$ cat config.mk
export PLATFORM = sky130hd
export DESIGN_NAME = ccr_regs
export DESIGN_NICKNAME = d
export VERILOG_FILES = /design/src/design/ccr_pkg.sv /design/src/design/ccr_pulse.sv /design/src/design/ccr_regs.sv
export SDC_FILE = /design/constraint.sdc
export NUM_CORES = 1
export LEC_CHECK = 0
export ABC_AREA = 0
export BUFFER_PORTS_ARGS = -buffer_cell sky130_fd_sc_hd__buf_2
export CAP_MARGIN = 20
export CORE_UTILIZATION = 40
export DETAILED_ROUTE_END_ITERATION = 10
export GPL_ROUTABILITY_DRIVEN = 0
export GPL_TIMING_DRIVEN = 0
export HOLD_SLACK_MARGIN = 0.05
export MAX_ROUTING_LAYER = met4
export PLACE_DENSITY = 0.6
export SYNTH_ARGS = -nofsm -noshare
export SYNTH_HDL_FRONTEND = slang
export SYNTH_SLANG_ARGS = --single-unit
export TNS_END_PERCENT = 30
$ cat constraint.sdc
create_clock -name core_clk -period 2.4 [get_ports core_clk]
set_input_delay 0 -clock core_clk [delete_from_list [all_inputs] [get_ports core_clk]]
set_output_delay 0 -clock core_clk [all_outputs]
set_load 0.03 [all_outputs]
$ cat src/design/ccr_pkg.sv
// Contract
// - All control registers are eight bits wide
// - Page bit D0 selects page 0 or 1
// - Reset bit D7 self-clears, zero ignored
// - ADC code divides Fsref by 1 to 6
// - DAC code uses same divisor coding
// - Register 73 holds speaker enable and gain
// - Input pin level readable through register
// - Output pin drives level, clock or interrupt
// - Interrupt sources routed singly or ORed
// - Status register shows interrupt cause
// - Interrupt gives single pulse or pulse train
// - Shorted driver stays off until power cycle
// - Headset type readable at register 13
package ccr_pkg;

   localparam int DW = 8;
   localparam int AW = 7;
   localparam int P1_DEPTH = 128;

   // Register offsets
   localparam logic [AW-1:0] OFF_PAGE = 7'h00;
   localparam logic [AW-1:0] OFF_SWRST = 7'h01;
   localparam logic [AW-1:0] OFF_RATE = 7'h02;
   localparam logic [AW-1:0] OFF_HSTYPE = 7'h0D;
   localparam logic [AW-1:0] OFF_HPPWR = 7'h25;
   localparam logic [AW-1:0] OFF_SCDET = 7'h26;
   localparam logic [AW-1:0] OFF_SPK = 7'h49;
   localparam logic [AW-1:0] OFF_INT_CTRL = 7'h62;
   localparam logic [AW-1:0] OFF_INT_STAT = 7'h63;
   localparam logic [AW-1:0] OFF_GPIO = 7'h64;

   // Field positions
   localparam int PAGE_BIT = 0;
   localparam int SWRST_BIT = 7;
   localparam int ADC_LSB = 4;
   localparam int DAC_LSB = 0;
   localparam int HPPWR_BIT = 7;
   localparam int SC_EN_BIT = 2;
   localparam int SC_AUTO_BIT = 1;
   localparam int SPK_EN_BIT = 7;
   localparam int SPK_GAIN_LSB = 3;
   localparam int INT_TRAIN_BIT = 4;
   localparam int GPIO_MODE_LSB = 4;
   localparam int GPIO_IN_BIT = 1;
   localparam int GPIO_LVL_BIT = 0;

   // Reset values and highest rate code
   localparam logic [DW-1:0] RST_BYTE = 8'h00;
   localparam logic [3:0] RATE_MAX = 4'hA;
   localparam logic [3:0] RATE_ONE_HALVES = 4'h2;

   // Speaker gain, 6 dB steps, fixed gain follows
   localparam int SPK_GAIN_STEP_DB = 6;
   localparam int SPK_GAIN_MAX_DB = 18;
   localparam int SPK_FIXED_DB = 6;

   // GPIO modes
   localparam logic [1:0] GM_INPUT = 2'h0;
   localparam logic [1:0] GM_OUTPUT = 2'h1;
   localparam logic [1:0] GM_CLOCK = 2'h2;
   localparam logic [1:0] GM_IRQ = 2'h3;

   // Timing
   localparam int CLK_MHZ = 40;
   localparam int PULSE_NS = 1000;
   localparam int TRAIN_NS = 4000;
   localparam int PULSE_CYC = (PULSE_NS * CLK_MHZ + 999) / 1000;
   localparam int TRAIN_CYC = TRAIN_NS * CLK_MHZ / 1000;
   localparam int CLKOUT_DIV = 4;
   localparam int CNT_W = 8;

   typedef struct packed {
      logic we;
      logic re;
      logic [AW-1:0] addr;
      logic [DW-1:0] wdata;
   } ccr_req_t;

   typedef struct packed {
      logic agc_noise;
      logic short_det;
      logic button;
      logic jack;
   } ccr_irq_src_t;

endpackage

$ cat src/design/ccr_pulse.sv
module ccr_pulse import ccr_pkg::*; (
   // Clock and reset
   input wire logic core_clk,
   input wire logic rst,
   // Control
   input wire logic trig,
   input wire logic train,
   input wire logic stop,
   // Pin level
   output logic pulse_q
);

   typedef enum logic [2:0] {
      PS_IDLE = 3'b001,
      PS_HIGH = 3'b010,
      PS_GAP = 3'b100
   } ccr_pstate_t;

   localparam logic [CNT_W-1:0] HIGH_LAST = CNT_W'(PULSE_CYC - 1);
   localparam logic [CNT_W-1:0] GAP_LAST = CNT_W'(TRAIN_CYC - PULSE_CYC - 1);

   ccr_pstate_t st_q;
   logic [CNT_W-1:0] cnt_q;

   // Stop wins so a status read always ends a train
   always_ff @(posedge core_clk) begin
      if (rst || stop) begin
         st_q <= PS_IDLE;
         cnt_q <= '0;
      end else begin
         case (st_q)
            PS_IDLE: begin
               cnt_q <= '0;
               if (trig) begin
                  st_q <= PS_HIGH;
               end
            end
            PS_HIGH: begin
               cnt_q <= cnt_q + 1'b1;
               if (cnt_q == HIGH_LAST) begin
                  cnt_q <= '0;
                  st_q <= train ? PS_GAP : PS_IDLE;
               end
            end
            PS_GAP: begin
               cnt_q <= cnt_q + 1'b1;
               if (cnt_q == GAP_LAST) begin
                  cnt_q <= '0;
                  st_q <= PS_HIGH;
               end
            end
            default: begin
               st_q <= PS_IDLE;
               cnt_q <= '0;
            end
         endcase
      end
   end

   always_ff @(posedge core_clk) begin
      if (rst) begin
         pulse_q <= 1'b0;
      end else begin
         pulse_q <= (st_q == PS_HIGH) && !stop;
      end
   end

endmodule

$ cat src/design/ccr_regs.sv
module ccr_regs import ccr_pkg::*; (
   // Clock and reset
   input wire logic core_clk,
   input wire logic rst,
   // Control access
   input wire ccr_req_t req,
   output logic [DW-1:0] rd_data_q,
   output logic rd_valid_q,
   // Core status
   input wire logic [1:0] headset_type,
   input wire ccr_irq_src_t irq_src,
   input wire logic hp_short,
   // Codec controls
   output logic [3:0] adc_div_halves_q,
   output logic [3:0] dac_div_halves_q,
   output logic spk_en_q,
   output logic [1:0] spk_gain_q,
   output logic hp_on_q,
   output logic sc_flag_q,
   // General purpose pin
   input wire logic gpio_in,
   output logic gpio_out_q,
   output logic gpio_oe_q
);

   logic page_q;
   logic sw_rst_q;
   logic [DW-1:0] rate_q;
   logic [1:0] hstype_q;
   logic hp_req_q;
   logic hp_down_seen_q;
   logic hp_off_q;
   logic [1:0] sc_ctrl_q;
   logic [DW-1:0] spk_q;
   logic [3:0] int_en_q;
   logic int_train_q;
   logic [3:0] int_stat_q;
   logic [1:0] gpio_mode_q;
   logic gpio_lvl_q;
   logic gpio_in_q;
   logic [CNT_W-1:0] div_cnt_q;
   logic clk_out_q;
   logic [DW-1:0] p1_mem [P1_DEPTH];

   logic clr;
   logic [3:0] src;
   logic [3:0] stat_set;
   logic stat_rd;
   logic irq_pulse;
   logic [DW-1:0] rdata_d;

   localparam logic [CNT_W-1:0] DIV_LAST = CNT_W'(CLKOUT_DIV - 1);

   // Page 0 hit; the page register answers on both pages
   function automatic logic hit0(input logic [AW-1:0] a, input logic pg,
                                 input logic [AW-1:0] off);
      hit0 = (a == off) && (!pg || off == OFF_PAGE);
   endfunction

   function automatic logic wr0(input ccr_req_t r, input logic pg,
                                input logic [AW-1:0] off);
      wr0 = r.we && hit0(r.addr, pg, off);
   endfunction

   // Halves of Fsref divisor, 2 means divide by 1
   function automatic logic [3:0] halves(input logic [3:0] code);
      halves = code + RATE_ONE_HALVES;
   endfunction

   assign clr = rst || sw_rst_q;
   assign src = irq_src;
   assign stat_set = src & int_en_q;
   assign stat_rd = req.re && hit0(req.addr, page_q, OFF_INT_STAT);

   // Soft reset lasts one cycle and clears itself
   always_ff @(posedge core_clk) begin
      if (rst) begin
         sw_rst_q <= 1'b0;
      end else begin
         sw_rst_q <= wr0(req, page_q, OFF_SWRST) && req.wdata[SWRST_BIT];
      end
   end

   always_ff @(posedge core_clk) begin
      if (clr) begin
         page_q <= 1'b0;
      end else if (wr0(req, page_q, OFF_PAGE)) begin
         page_q <= req.wdata[PAGE_BIT];
      end
   end

   // Reserved codes are refused so divisor never exceeds 6
   always_ff @(posedge core_clk) begin
      if (clr) begin
         rate_q <= RST_BYTE;
      end else if (wr0(req, page_q, OFF_RATE)) begin
         if (req.wdata[ADC_LSB +: 4] <= RATE_MAX) begin
            rate_q[ADC_LSB +: 4] <= req.wdata[ADC_LSB +: 4];
         end
         if (req.wdata[DAC_LSB +: 4] <= RATE_MAX) begin
            rate_q[DAC_LSB +: 4] <= req.wdata[DAC_LSB +: 4];
         end
      end
   end

   always_ff @(posedge core_clk) begin
      if (clr) begin
         adc_div_halves_q <= RATE_ONE_HALVES;
         dac_div_halves_q <= RATE_ONE_HALVES;
      end else begin
         adc_div_halves_q <= halves(rate_q[ADC_LSB +: 4]);
         dac_div_halves_q <= halves(rate_q[DAC_LSB +: 4]);
      end
   end

   always_ff @(posedge core_clk) begin
      if (clr) begin
         hstype_q <= 2'h0;
      end else begin
         hstype_q <= headset_type;
      end
   end

   always_ff @(posedge core_clk) begin
      if (clr) begin
         spk_q <= RST_BYTE;
         spk_en_q <= 1'b0;
         spk_gain_q <= 2'h0;
      end else begin
         if (wr0(req, page_q, OFF_SPK)) begin
            spk_q <= req.wdata;
         end
         spk_en_q <= spk_q[SPK_EN_BIT];
         spk_gain_q <= spk_q[SPK_GAIN_LSB +: 2];
      end
   end

   always_ff @(posedge core_clk) begin
      if (clr) begin
         sc_ctrl_q <= 2'h0;
      end else if (wr0(req, page_q, OFF_SCDET)) begin
         sc_ctrl_q <= {req.wdata[SC_EN_BIT], req.wdata[SC_AUTO_BIT]};
      end
   end

   // Driver power request and the power-down then power-up release
   always_ff @(posedge core_clk) begin
      if (clr) begin
         hp_req_q <= 1'b0;
         hp_down_seen_q <= 1'b0;
      end else if (wr0(req, page_q, OFF_HPPWR)) begin
         hp_req_q <= req.wdata[HPPWR_BIT];
         hp_down_seen_q <= !req.wdata[HPPWR_BIT] || hp_down_seen_q;
         if (req.wdata[HPPWR_BIT] && hp_down_seen_q) begin
            hp_down_seen_q <= 1'b0;
         end
      end
   end

   // A new short wins over the host's release
   always_ff @(posedge core_clk) begin
      if (clr) begin
         sc_flag_q <= 1'b0;
         hp_off_q <= 1'b0;
      end else if (hp_short && sc_ctrl_q[1]) begin
         sc_flag_q <= 1'b1;
         hp_off_q <= hp_off_q || sc_ctrl_q[0];
      end else if (wr0(req, page_q, OFF_HPPWR) && req.wdata[HPPWR_BIT]
                   && hp_down_seen_q) begin
         sc_flag_q <= 1'b0;
         hp_off_q <= 1'b0;
      end
   end

   always_ff @(posedge core_clk) begin
      if (clr) begin
         hp_on_q <= 1'b0;
      end else begin
         hp_on_q <= hp_req_q && !hp_off_q;
      end
   end

   always_ff @(posedge core_clk) begin
      if (clr) begin
         int_en_q <= 4'h0;
         int_train_q <= 1'b0;
      end else if (wr0(req, page_q, OFF_INT_CTRL)) begin
         int_en_q <= req.wdata[3:0];
         int_train_q <= req.wdata[INT_TRAIN_BIT];
      end
   end

   // Sticky cause bits; a new event beats the clearing read
   always_ff @(posedge core_clk) begin
      if (clr) begin
         int_stat_q <= 4'h0;
      end else begin
         int_stat_q <= (stat_rd ? 4'h0 : int_stat_q) | stat_set;
      end
   end

   ccr_pulse u_pulse (
      .core_clk(core_clk),
      .rst(clr),
      .trig(|stat_set),
      .train(int_train_q),
      .stop(stat_rd),
      .pulse_q(irq_pulse)
   );

   always_ff @(posedge core_clk) begin
      if (clr) begin
         gpio_mode_q <= GM_INPUT;
         gpio_lvl_q <= 1'b0;
      end else if (wr0(req, page_q, OFF_GPIO)) begin
         gpio_mode_q <= req.wdata[GPIO_MODE_LSB +: 2];
         gpio_lvl_q <= req.wdata[GPIO_LVL_BIT];
      end
   end

   always_ff @(posedge core_clk) begin
      if (rst) begin
         gpio_in_q <= 1'b0;
      end else begin
         gpio_in_q <= gpio_in;
      end
   end

   // Internal clock out, an eighth of the core rate
   always_ff @(posedge core_clk) begin
      if (clr) begin
         div_cnt_q <= '0;
         clk_out_q <= 1'b0;
      end else if (div_cnt_q == DIV_LAST) begin
         div_cnt_q <= '0;
         clk_out_q <= !clk_out_q;
      end else begin
         div_cnt_q <= div_cnt_q + 1'b1;
      end
   end

   always_ff @(posedge core_clk) begin
      if (clr) begin
         gpio_out_q <= 1'b0;
         gpio_oe_q <= 1'b0;
      end else begin
         gpio_oe_q <= gpio_mode_q != GM_INPUT;
         case (gpio_mode_q)
            GM_OUTPUT: gpio_out_q <= gpio_lvl_q;
            GM_CLOCK: gpio_out_q <= clk_out_q;
            GM_IRQ: gpio_out_q <= irq_pulse;
            default: gpio_out_q <= 1'b0;
         endcase
      end
   end

   // Page 1 storage; not cleared by reset to save area
   always_ff @(posedge core_clk) begin
      if (req.we && page_q && req.addr != OFF_PAGE) begin
         p1_mem[req.addr] <= req.wdata;
      end
   end

   always_comb begin
      rdata_d = RST_BYTE;
      if (req.addr == OFF_PAGE) begin
         rdata_d[PAGE_BIT] = page_q;
      end else if (page_q) begin
         rdata_d = p1_mem[req.addr];
      end else begin
         case (req.addr)
            OFF_RATE: rdata_d = rate_q;
            OFF_HSTYPE: rdata_d[1:0] = hstype_q;
            OFF_HPPWR: rdata_d[HPPWR_BIT] = hp_req_q;
            OFF_SCDET: begin
               rdata_d[SC_EN_BIT] = sc_ctrl_q[1];
               rdata_d[SC_AUTO_BIT] = sc_ctrl_q[0];
               rdata_d[0] = sc_flag_q;
            end
            OFF_SPK: rdata_d = spk_q;
            OFF_INT_CTRL: begin
               rdata_d[3:0] = int_en_q;
               rdata_d[INT_TRAIN_BIT] = int_train_q;
            end
            OFF_INT_STAT: rdata_d[3:0] = int_stat_q;
            OFF_GPIO: begin
               rdata_d[GPIO_MODE_LSB +: 2] = gpio_mode_q;
               rdata_d[GPIO_IN_BIT] = gpio_in_q;
               rdata_d[GPIO_LVL_BIT] = gpio_lvl_q;
            end
            default: rdata_d = RST_BYTE;
         endcase
      end
   end

   always_ff @(posedge core_clk) begin
      if (rst) begin
         rd_data_q <= RST_BYTE;
         rd_valid_q <= 1'b0;
      end else begin
         rd_valid_q <= req.re;
         if (req.re) begin
            rd_data_q <= rdata_d;
         end
      end
   end

endmodule

* Yosys cells after proc, flatten, opt, wreduce, memory -nomap -nowiden *
Memory sizes are Yosys's and may differ from the RTL's.
Cells that the tools add are included.

word-level totals
  register bits after elaboration = 83
  bits in latches = 0
  RAM bits = 1024
  memory bits (read-only) = 0
  bits of input ports = 27
  output and inout port bits = 24
  logic and storage cells = 131
  memories = 1

memory list
  memory  words  width  rd ports  clocked after memory_dff  write ports  RTL line        text
  p1_mem  128    8      1         0                         1            ccr_regs.sv:43  logic [DW-1:0] p1_mem [P1_DEPTH];

operators by class
  add/sub/neg operators = 4
  multipliers = 0
  div/mod/pow operators = 0
  order comparisons = 2
  eq/ne operators = 21
  shift-type cells = 0
  mux-type cells = 26
  bitwise operators = 2
  reduce and logical (&&, ||, !) cells = 44

operators with widths
  operator             count
  $eq 7x7->1 const B   4
  $logic_and 1x1->1    26
  $mux 8               3
  $add 8x1->8 const B  2
  $pmux 8 s2           1
  $eq 7x6->1 const B   2
  $pmux 2 s7           1
  $mux 3               4
  $pmux 1 s3           3
  $pmux 3 s3           1
  $add 4x2->4 const B  2
  $eq 8x2->1 const B   1
  $eq 8x6->1 const B   1
  $eq 8x7->1 const B   1
  $le 4x4->1 const B   2
  $pmux 1 s4           2
  $eq 7x1->1 const B   1
  $eq 7x2->1 const B   1
  $eq 7x4->1 const B   1
  $logic_not 7->1      1
  $mux 1               7
  $mux 7               1
  $reduce_bool 7->1    1
  $ne 2x1->1 const B   3
  other kinds (17)     27

* Longest topological paths before layout *
  depth in word-level cells = 7
  depth in mapped cells = 11
  mapped depth without buffers = 7

* Hierarchy *
From an unflattened synthesis, not the netlist that was laid out.

unflattened totals
  cell total of the unflattened synthesis = 2441
  area, all modules = 44137.3 um2

modules (own cells, without submodules)
  module     times used  cells an instance  area each (um2)
  ccr_regs   1           2372               43493.0
  ccr_pulse  1           69                 644.4

* Worst setup path before layout *
OpenSTA, ideal clock, no wires.

  kind = flip-flop to flip-flop
  from = reg page_q
  to = mem p1_mem[112][0], enable pin
  setup time = 0.383 ns
  arrival = 1.923 ns
  data required time = 2.017 ns
  slack = 0.094 ns
  stages on the path, launching flop included = 6
  path buffers = 2
  path through = dfxtp_1 > clkbuf_1 > and3_1 > clkbuf_1 > nand2_1 > nor3_1

between the ends
  cells in the longest elaborated chain, start to end = 4

ends and longest elaborated chain
  item                             RTL line         text
  start, declared                  ccr_regs.sv:26   logic page_q;
  start signal, assigned           ccr_regs.sv:88   page_q <= req.wdata[PAGE_BIT];
  $logic_and 1x1->1 (2 in series)  ccr_regs.sv:259  if (req.we && page_q && req.addr != OFF_PAGE) begin
  $mux 1                           ccr_regs.sv:259
  $mux 1 (not written as such)     ccr_regs.sv:260  p1_mem[req.addr] <= req.wdata;
  end, declared                    ccr_regs.sv:43

No other way between the ends.

* Worst setup path after layout *
  from = in req[10] (netlist name)
  to = reg rd_data_q[7]

between the ends
  cells in the longest elaborated chain, start to end = 4
  elaborated cells between the ends (all ways) = 8

ends and longest elaborated chain
  item                                                                   RTL line         text
  start, declared                                                        ccr_regs.sv:6    input wire ccr_req_t req,
  parallel branches: the longest is 3 deep, another holds $mem_v2 128x8  n/a
  $mux 7 *                                                               ccr_regs.sv:266  if (req.addr == OFF_PAGE) begin
  end signal, assigned                                                   ccr_regs.sv:303  rd_data_q <= rdata_d;
  end, declared                                                          ccr_regs.sv:7    output logic [DW-1:0] rd_data_q,

Mark *: on every way between the ends.
A chain may end at the register's enable or synchronous reset.

==> impl_metrics.json <==
{
  "run_status": "complete, but fails checks",
  "failed_checks": "setup timing",
  "grt-ovfl-total": 0,
  "cts_h_tree_depth": 3,
  "synth_largest_type_area_fraction": 0.7062,
  "crit_path_frequent_cell": "sky130_fd_sc_hd__buf_2",
  "route.detailed.drc": 0,
  "fmax_mhz": 377.5,
  "muxShareOfSynthArea": 0.1430,
  "main_combinational_cell_family_by_area_after_synthesis": "multiplexers",
  "die_y_um": 331.9,
  "cp_num_cells": 10,
  "register_to_register_path_setup_slack_ns": -0.03,
  "synthesis.instances": 2311,
  "crit_arrival_ns": 3.27,
  "drv_cap": 0,
  "placed_cells_incl_taps": 3787,
  "setup_violating_endpoint_count_in_the_final_report": 277,
  "critical_path.max_stage_delay_ns": 0.48,
  "ys_warn_count": 0,
  "critPathSlowestCell": "sky130_fd_sc_hd__nor2_1",
  "crit_family": "buffers and inverters",
  "synth-async-reset-ratio": 0,
  "via_count_of_the_first_global_routing_pass": 24760,
  "tritoncts": "built",
  "port_buffer_count": 48,
  "dp_slack_ns": -2.779,
  "synth_compound_area_frac": 0.03451,
  "global_route_wire_length_before_repair_mm": 202.8,
  "layoutNonFillerInstCount": 4042,
  "netlist_area_um2": 43540,
  "worst_r2r_startpoint": "p1_mem[11][3]",
  "yosys.area_share.xor_xnor": 0.003017,
  "yosys.area_share.simple": 0.05520,
  "powerDensity_nw_per_um2": 796.6,
  "syn2layout_area_growth_pct": 17.86,
  "drt_first_iter_violations": 4284,
  "hp-class": "in2reg",
  "timing.final.hold_violations": 0,
  "fin_crit_ns": 2.649,
  "insertion_delay_ns": 0.71,
  "path_class": "in2reg",
  "grt_start_max_net_pins": 81,
  "netlist-cell-type-count": 72,
  "rr_endpoint": "rd_data_q[3]",
  "unrepaired_setup_endpoints_after_global_routing": "yes",
  "grt_antenna_before_repair": 2,
  "synth_area_leader": "sky130_fd_sc_hd__edfxtp_1",
  "root_buffer_selected_by_cts": "sky130_fd_sc_hd__clkbuf_16",
  "fin_area_um2": 51320,
  "finalWorstSetupSlack_ns": -0.2494,
  "dominantRegCellSynth": "sky130_fd_sc_hd__edfxtp_1",
  "post_drt_wl_per_cell_um": 36.70,
  "postPlaceCellArea_um2": 45960,
  "synth-edff-count": 1024,
  "clock_path_buffers": 3,
  "vdd_drop_max_v": 0.0005517,
  "timing.critical_path.required_ns": 3.03,
  "yosys_register_bits": 1107,
  "worst_setup_path_end_kind": "flop",
  "timing.setup.tns_ns": -11.22,
  "whs_ns": 0.07673,
  "crit_path_max_fanout": 10,
  "critical_path_buf_inv_count": 4,
  "worst_slew_pin_tran_ns": 1.212,
  "post_synthesis_sequential_area_ratio": 0.7443,
  "syn_avg_cell_area_um2": 18.84,
  "timing_max_transition_violations_final": 0,
  "final.period_utilization": 1.104,
  "layout.nets": 2570,
  "list_of_cells_traversed_by_the_critical_path": "buf_2 > buf_2 > buf_2 > buf_2 > nand3b_4 > nor2_1 > a221oi_1 > a21oi_1 > a21oi_1 > a311oi_1",
  "die_footprint_um2": 110200,
  "num_rows": 120,
  "clk_pin_slew_ns": 0.06,
  "p_leak_nw": 16.04,
  "post_route_cells_drive_above_1_share": 0.2947,
  "start_kind": "input port",
  "max-slew-margin-rel": 0.1920,
  "tritoncts.num_buffers": 111,
  "post_drt_via_cell_ratio": 6.390,
  "startpoint": "req[10]",
  "via_count": 25830,
  "wl_mm": 148.3,
  "critical_path.endpoint": "rd_data_q[7]",
  "post_synth_main_area_contributors": "sky130_fd_sc_hd__edfxtp_1, sky130_fd_sc_hd__mux4_2, sky130_fd_sc_hd__dfxtp_1",
  "p_total_mw": 40.88,
  "ant_nets": 0,
  "synth-adder-area-share": 0.001149,
  "fin_worst_skew_ns": 0.02966,
  "core_area_um2": 107500,
  "start_util": 0.4051,
  "number_of_iterations_in_the_first_detailed_routing_pass": 8,
  "final_core_utilization": 0.4774,
  "die_width_um": 331.9,
  "grt_overall_usage": 0.2757,
  "hpwlAfterDp_mm": 98.99,
  "ff2ff_path_depth": 6,
  "top_level_ports": 51,
  "cts_num_sinks": 1107
}
==> cell type report <==
class                      count  area, µm²
buffer                       132      939.7
inverter                      12      45.04
multi-input combinational   1063      11480
fill                        8842      56180
tap                         1403       1755
sequential                  1107      32410
clock buffer                 142       3002
antenna                        6      15.01
timing repair buffer         112       1084
clock inverter                65      589.3
==> layer usage <==
layer  GRT usage  vias to the layer above  wire [µm]
met1      0.3584                    13360      55580
met2      0.3885                     2061      64180
met4      0.1304                        0       8693
met3     0.09353                      484      19880
met5           -                        -          0
li1            -                     9922          -
==> worst min path at each step <==
stage	start	to	slack [ns]	depth (start not counted)
2_1_floorplan	req[0]	p1_mem[0][0]	0.1	0
3_3_place_gp	headset_type[0]	hstype_q[0]	0.21	2
3_5_place_dp	headset_type[0]	hstype_q[0]	0.23	2
4_1_cts	headset_type[0]	hstype_q[0]	0.06	3
5_1_grt	headset_type[0]	hstype_q[0]	0.08	3
6_report	headset_type[0]	hstype_q[0]	0.08	3
==> tightest hold or removal path: stages <==
cell and delay [ns]:
sky130_fd_sc_hd__dlygate4sd3_1 0.52, sky130_fd_sc_hd__buf_2 0.10, sky130_fd_sc_hd__and2_1 0.12
==> logic make-up after synthesis <==
family                   after synthesis
multiplexers                         324
other                                  1
AO/OA/AOI/OAI                        214
adder cells (fa/ha/maj)                4
XOR/XNOR                              15
buffers and inverters                148
flip-flops                          1107
AND/OR/NAND/NOR                      498
==> cell usage in the layout (no fill, tap or decap), types with 47 or more instances in the layout <==
| cell | count |
|---|---|
| sky130_fd_sc_hd__nand3_1 | 71 |
| sky130_fd_sc_hd__mux4_2 | 237 |
| sky130_fd_sc_hd__edfxtp_1 | 1024 |
| sky130_fd_sc_hd__buf_2 | 62 |
| sky130_fd_sc_hd__nor2_4 | 102 |
| sky130_fd_sc_hd__clkbuf_16 | 115 |
| sky130_fd_sc_hd__mux2i_1 | 74 |
| sky130_fd_sc_hd__buf_4 | 52 |
| sky130_fd_sc_hd__clkbuf_1 | 47 |
| sky130_fd_sc_hd__nand2_1 | 57 |
| sky130_fd_sc_hd__dfxtp_1 | 82 |
| sky130_fd_sc_hd__nor2_1 | 92 |
| sky130_fd_sc_hd__a22oi_1 | 47 |
| sky130_fd_sc_hd__a21oi_1 | 47 |
==> state kept, by name, indices dropped and copies added, names as in the netlist, 3 cells and up <==
signal,cells
rd_data_q,8
dac_div_halves_q,4
int_en_q,4
div_cnt_q,8
rate_q,8
spk_q,8
int_stat_q,4
p1_mem,1024
u_pulse.cnt_q,8
u_pulse.st_q,3
adc_div_halves_q,4
==> synthesized netlist by cell type, types with 4 or more instances <==
library cell,instances
sky130_fd_sc_hd__edfxtp_1,1024
sky130_fd_sc_hd__mux4_2,237
sky130_fd_sc_hd__nor2_1,207
sky130_fd_sc_hd__dfxtp_1,83
sky130_fd_sc_hd__nand3_1,80
sky130_fd_sc_hd__mux2i_1,74
sky130_fd_sc_hd__nand2_1,62
sky130_fd_sc_hd__a22oi_1,49
sky130_fd_sc_hd__a21oi_1,47
sky130_fd_sc_hd__clkbuf_1,47
sky130_fd_sc_hd__buf_2,44
sky130_fd_sc_hd__nor3_1,37
sky130_fd_sc_hd__buf_6,20
sky130_fd_sc_hd__o22ai_1,19
sky130_fd_sc_hd__buf_4,15
sky130_fd_sc_hd__a221oi_1,13
sky130_fd_sc_hd__and2_1,13
sky130_fd_sc_hd__nor2b_1,13
sky130_fd_sc_hd__o21ai_0,13
sky130_fd_sc_hd__and3_1,11
sky130_fd_sc_hd__inv_1,11
sky130_fd_sc_hd__nand2b_1,11
sky130_fd_sc_hd__buf_1,10
sky130_fd_sc_hd__mux2_2,10
sky130_fd_sc_hd__a311oi_1,8
sky130_fd_sc_hd__a31oi_1,8
sky130_fd_sc_hd__a32oi_1,8
sky130_fd_sc_hd__nor3b_1,8
sky130_fd_sc_hd__nor4_1,8
sky130_fd_sc_hd__xnor2_1,8
sky130_fd_sc_hd__nand3b_1,7
sky130_fd_sc_hd__nand4_1,7
sky130_fd_sc_hd__xor2_1,7
sky130_fd_sc_hd__a32o_1,6
sky130_fd_sc_hd__a2111oi_0,5
sky130_fd_sc_hd__a211oi_1,5
sky130_fd_sc_hd__a22o_1,5
sky130_fd_sc_hd__o211ai_1,5
sky130_fd_sc_hd__ha_1,4
sky130_fd_sc_hd__o2111ai_1,4
==> what timing repair did <==
item                                   4_1_cts  5_1_grt
pin swaps                                   19        5
endpoints found under the hold margin      511        0
hold buffers                                20        0
resized for setup                          305       51
buffers inserted                            22        1
setup endpoints to repair                 1005      548
==> report_power, final <==
part | internal, mW | leakage (nW) | switching, mW
Combinational | 0.741 | 4.41 | 1.75
Sequential | 21.1 | 9.88 | 0.0193
Clock | 9.89 | 1.76 | 7.40
Total | 31.7 | 16.0 | 9.17
Power figures use the tool's default switching activity.
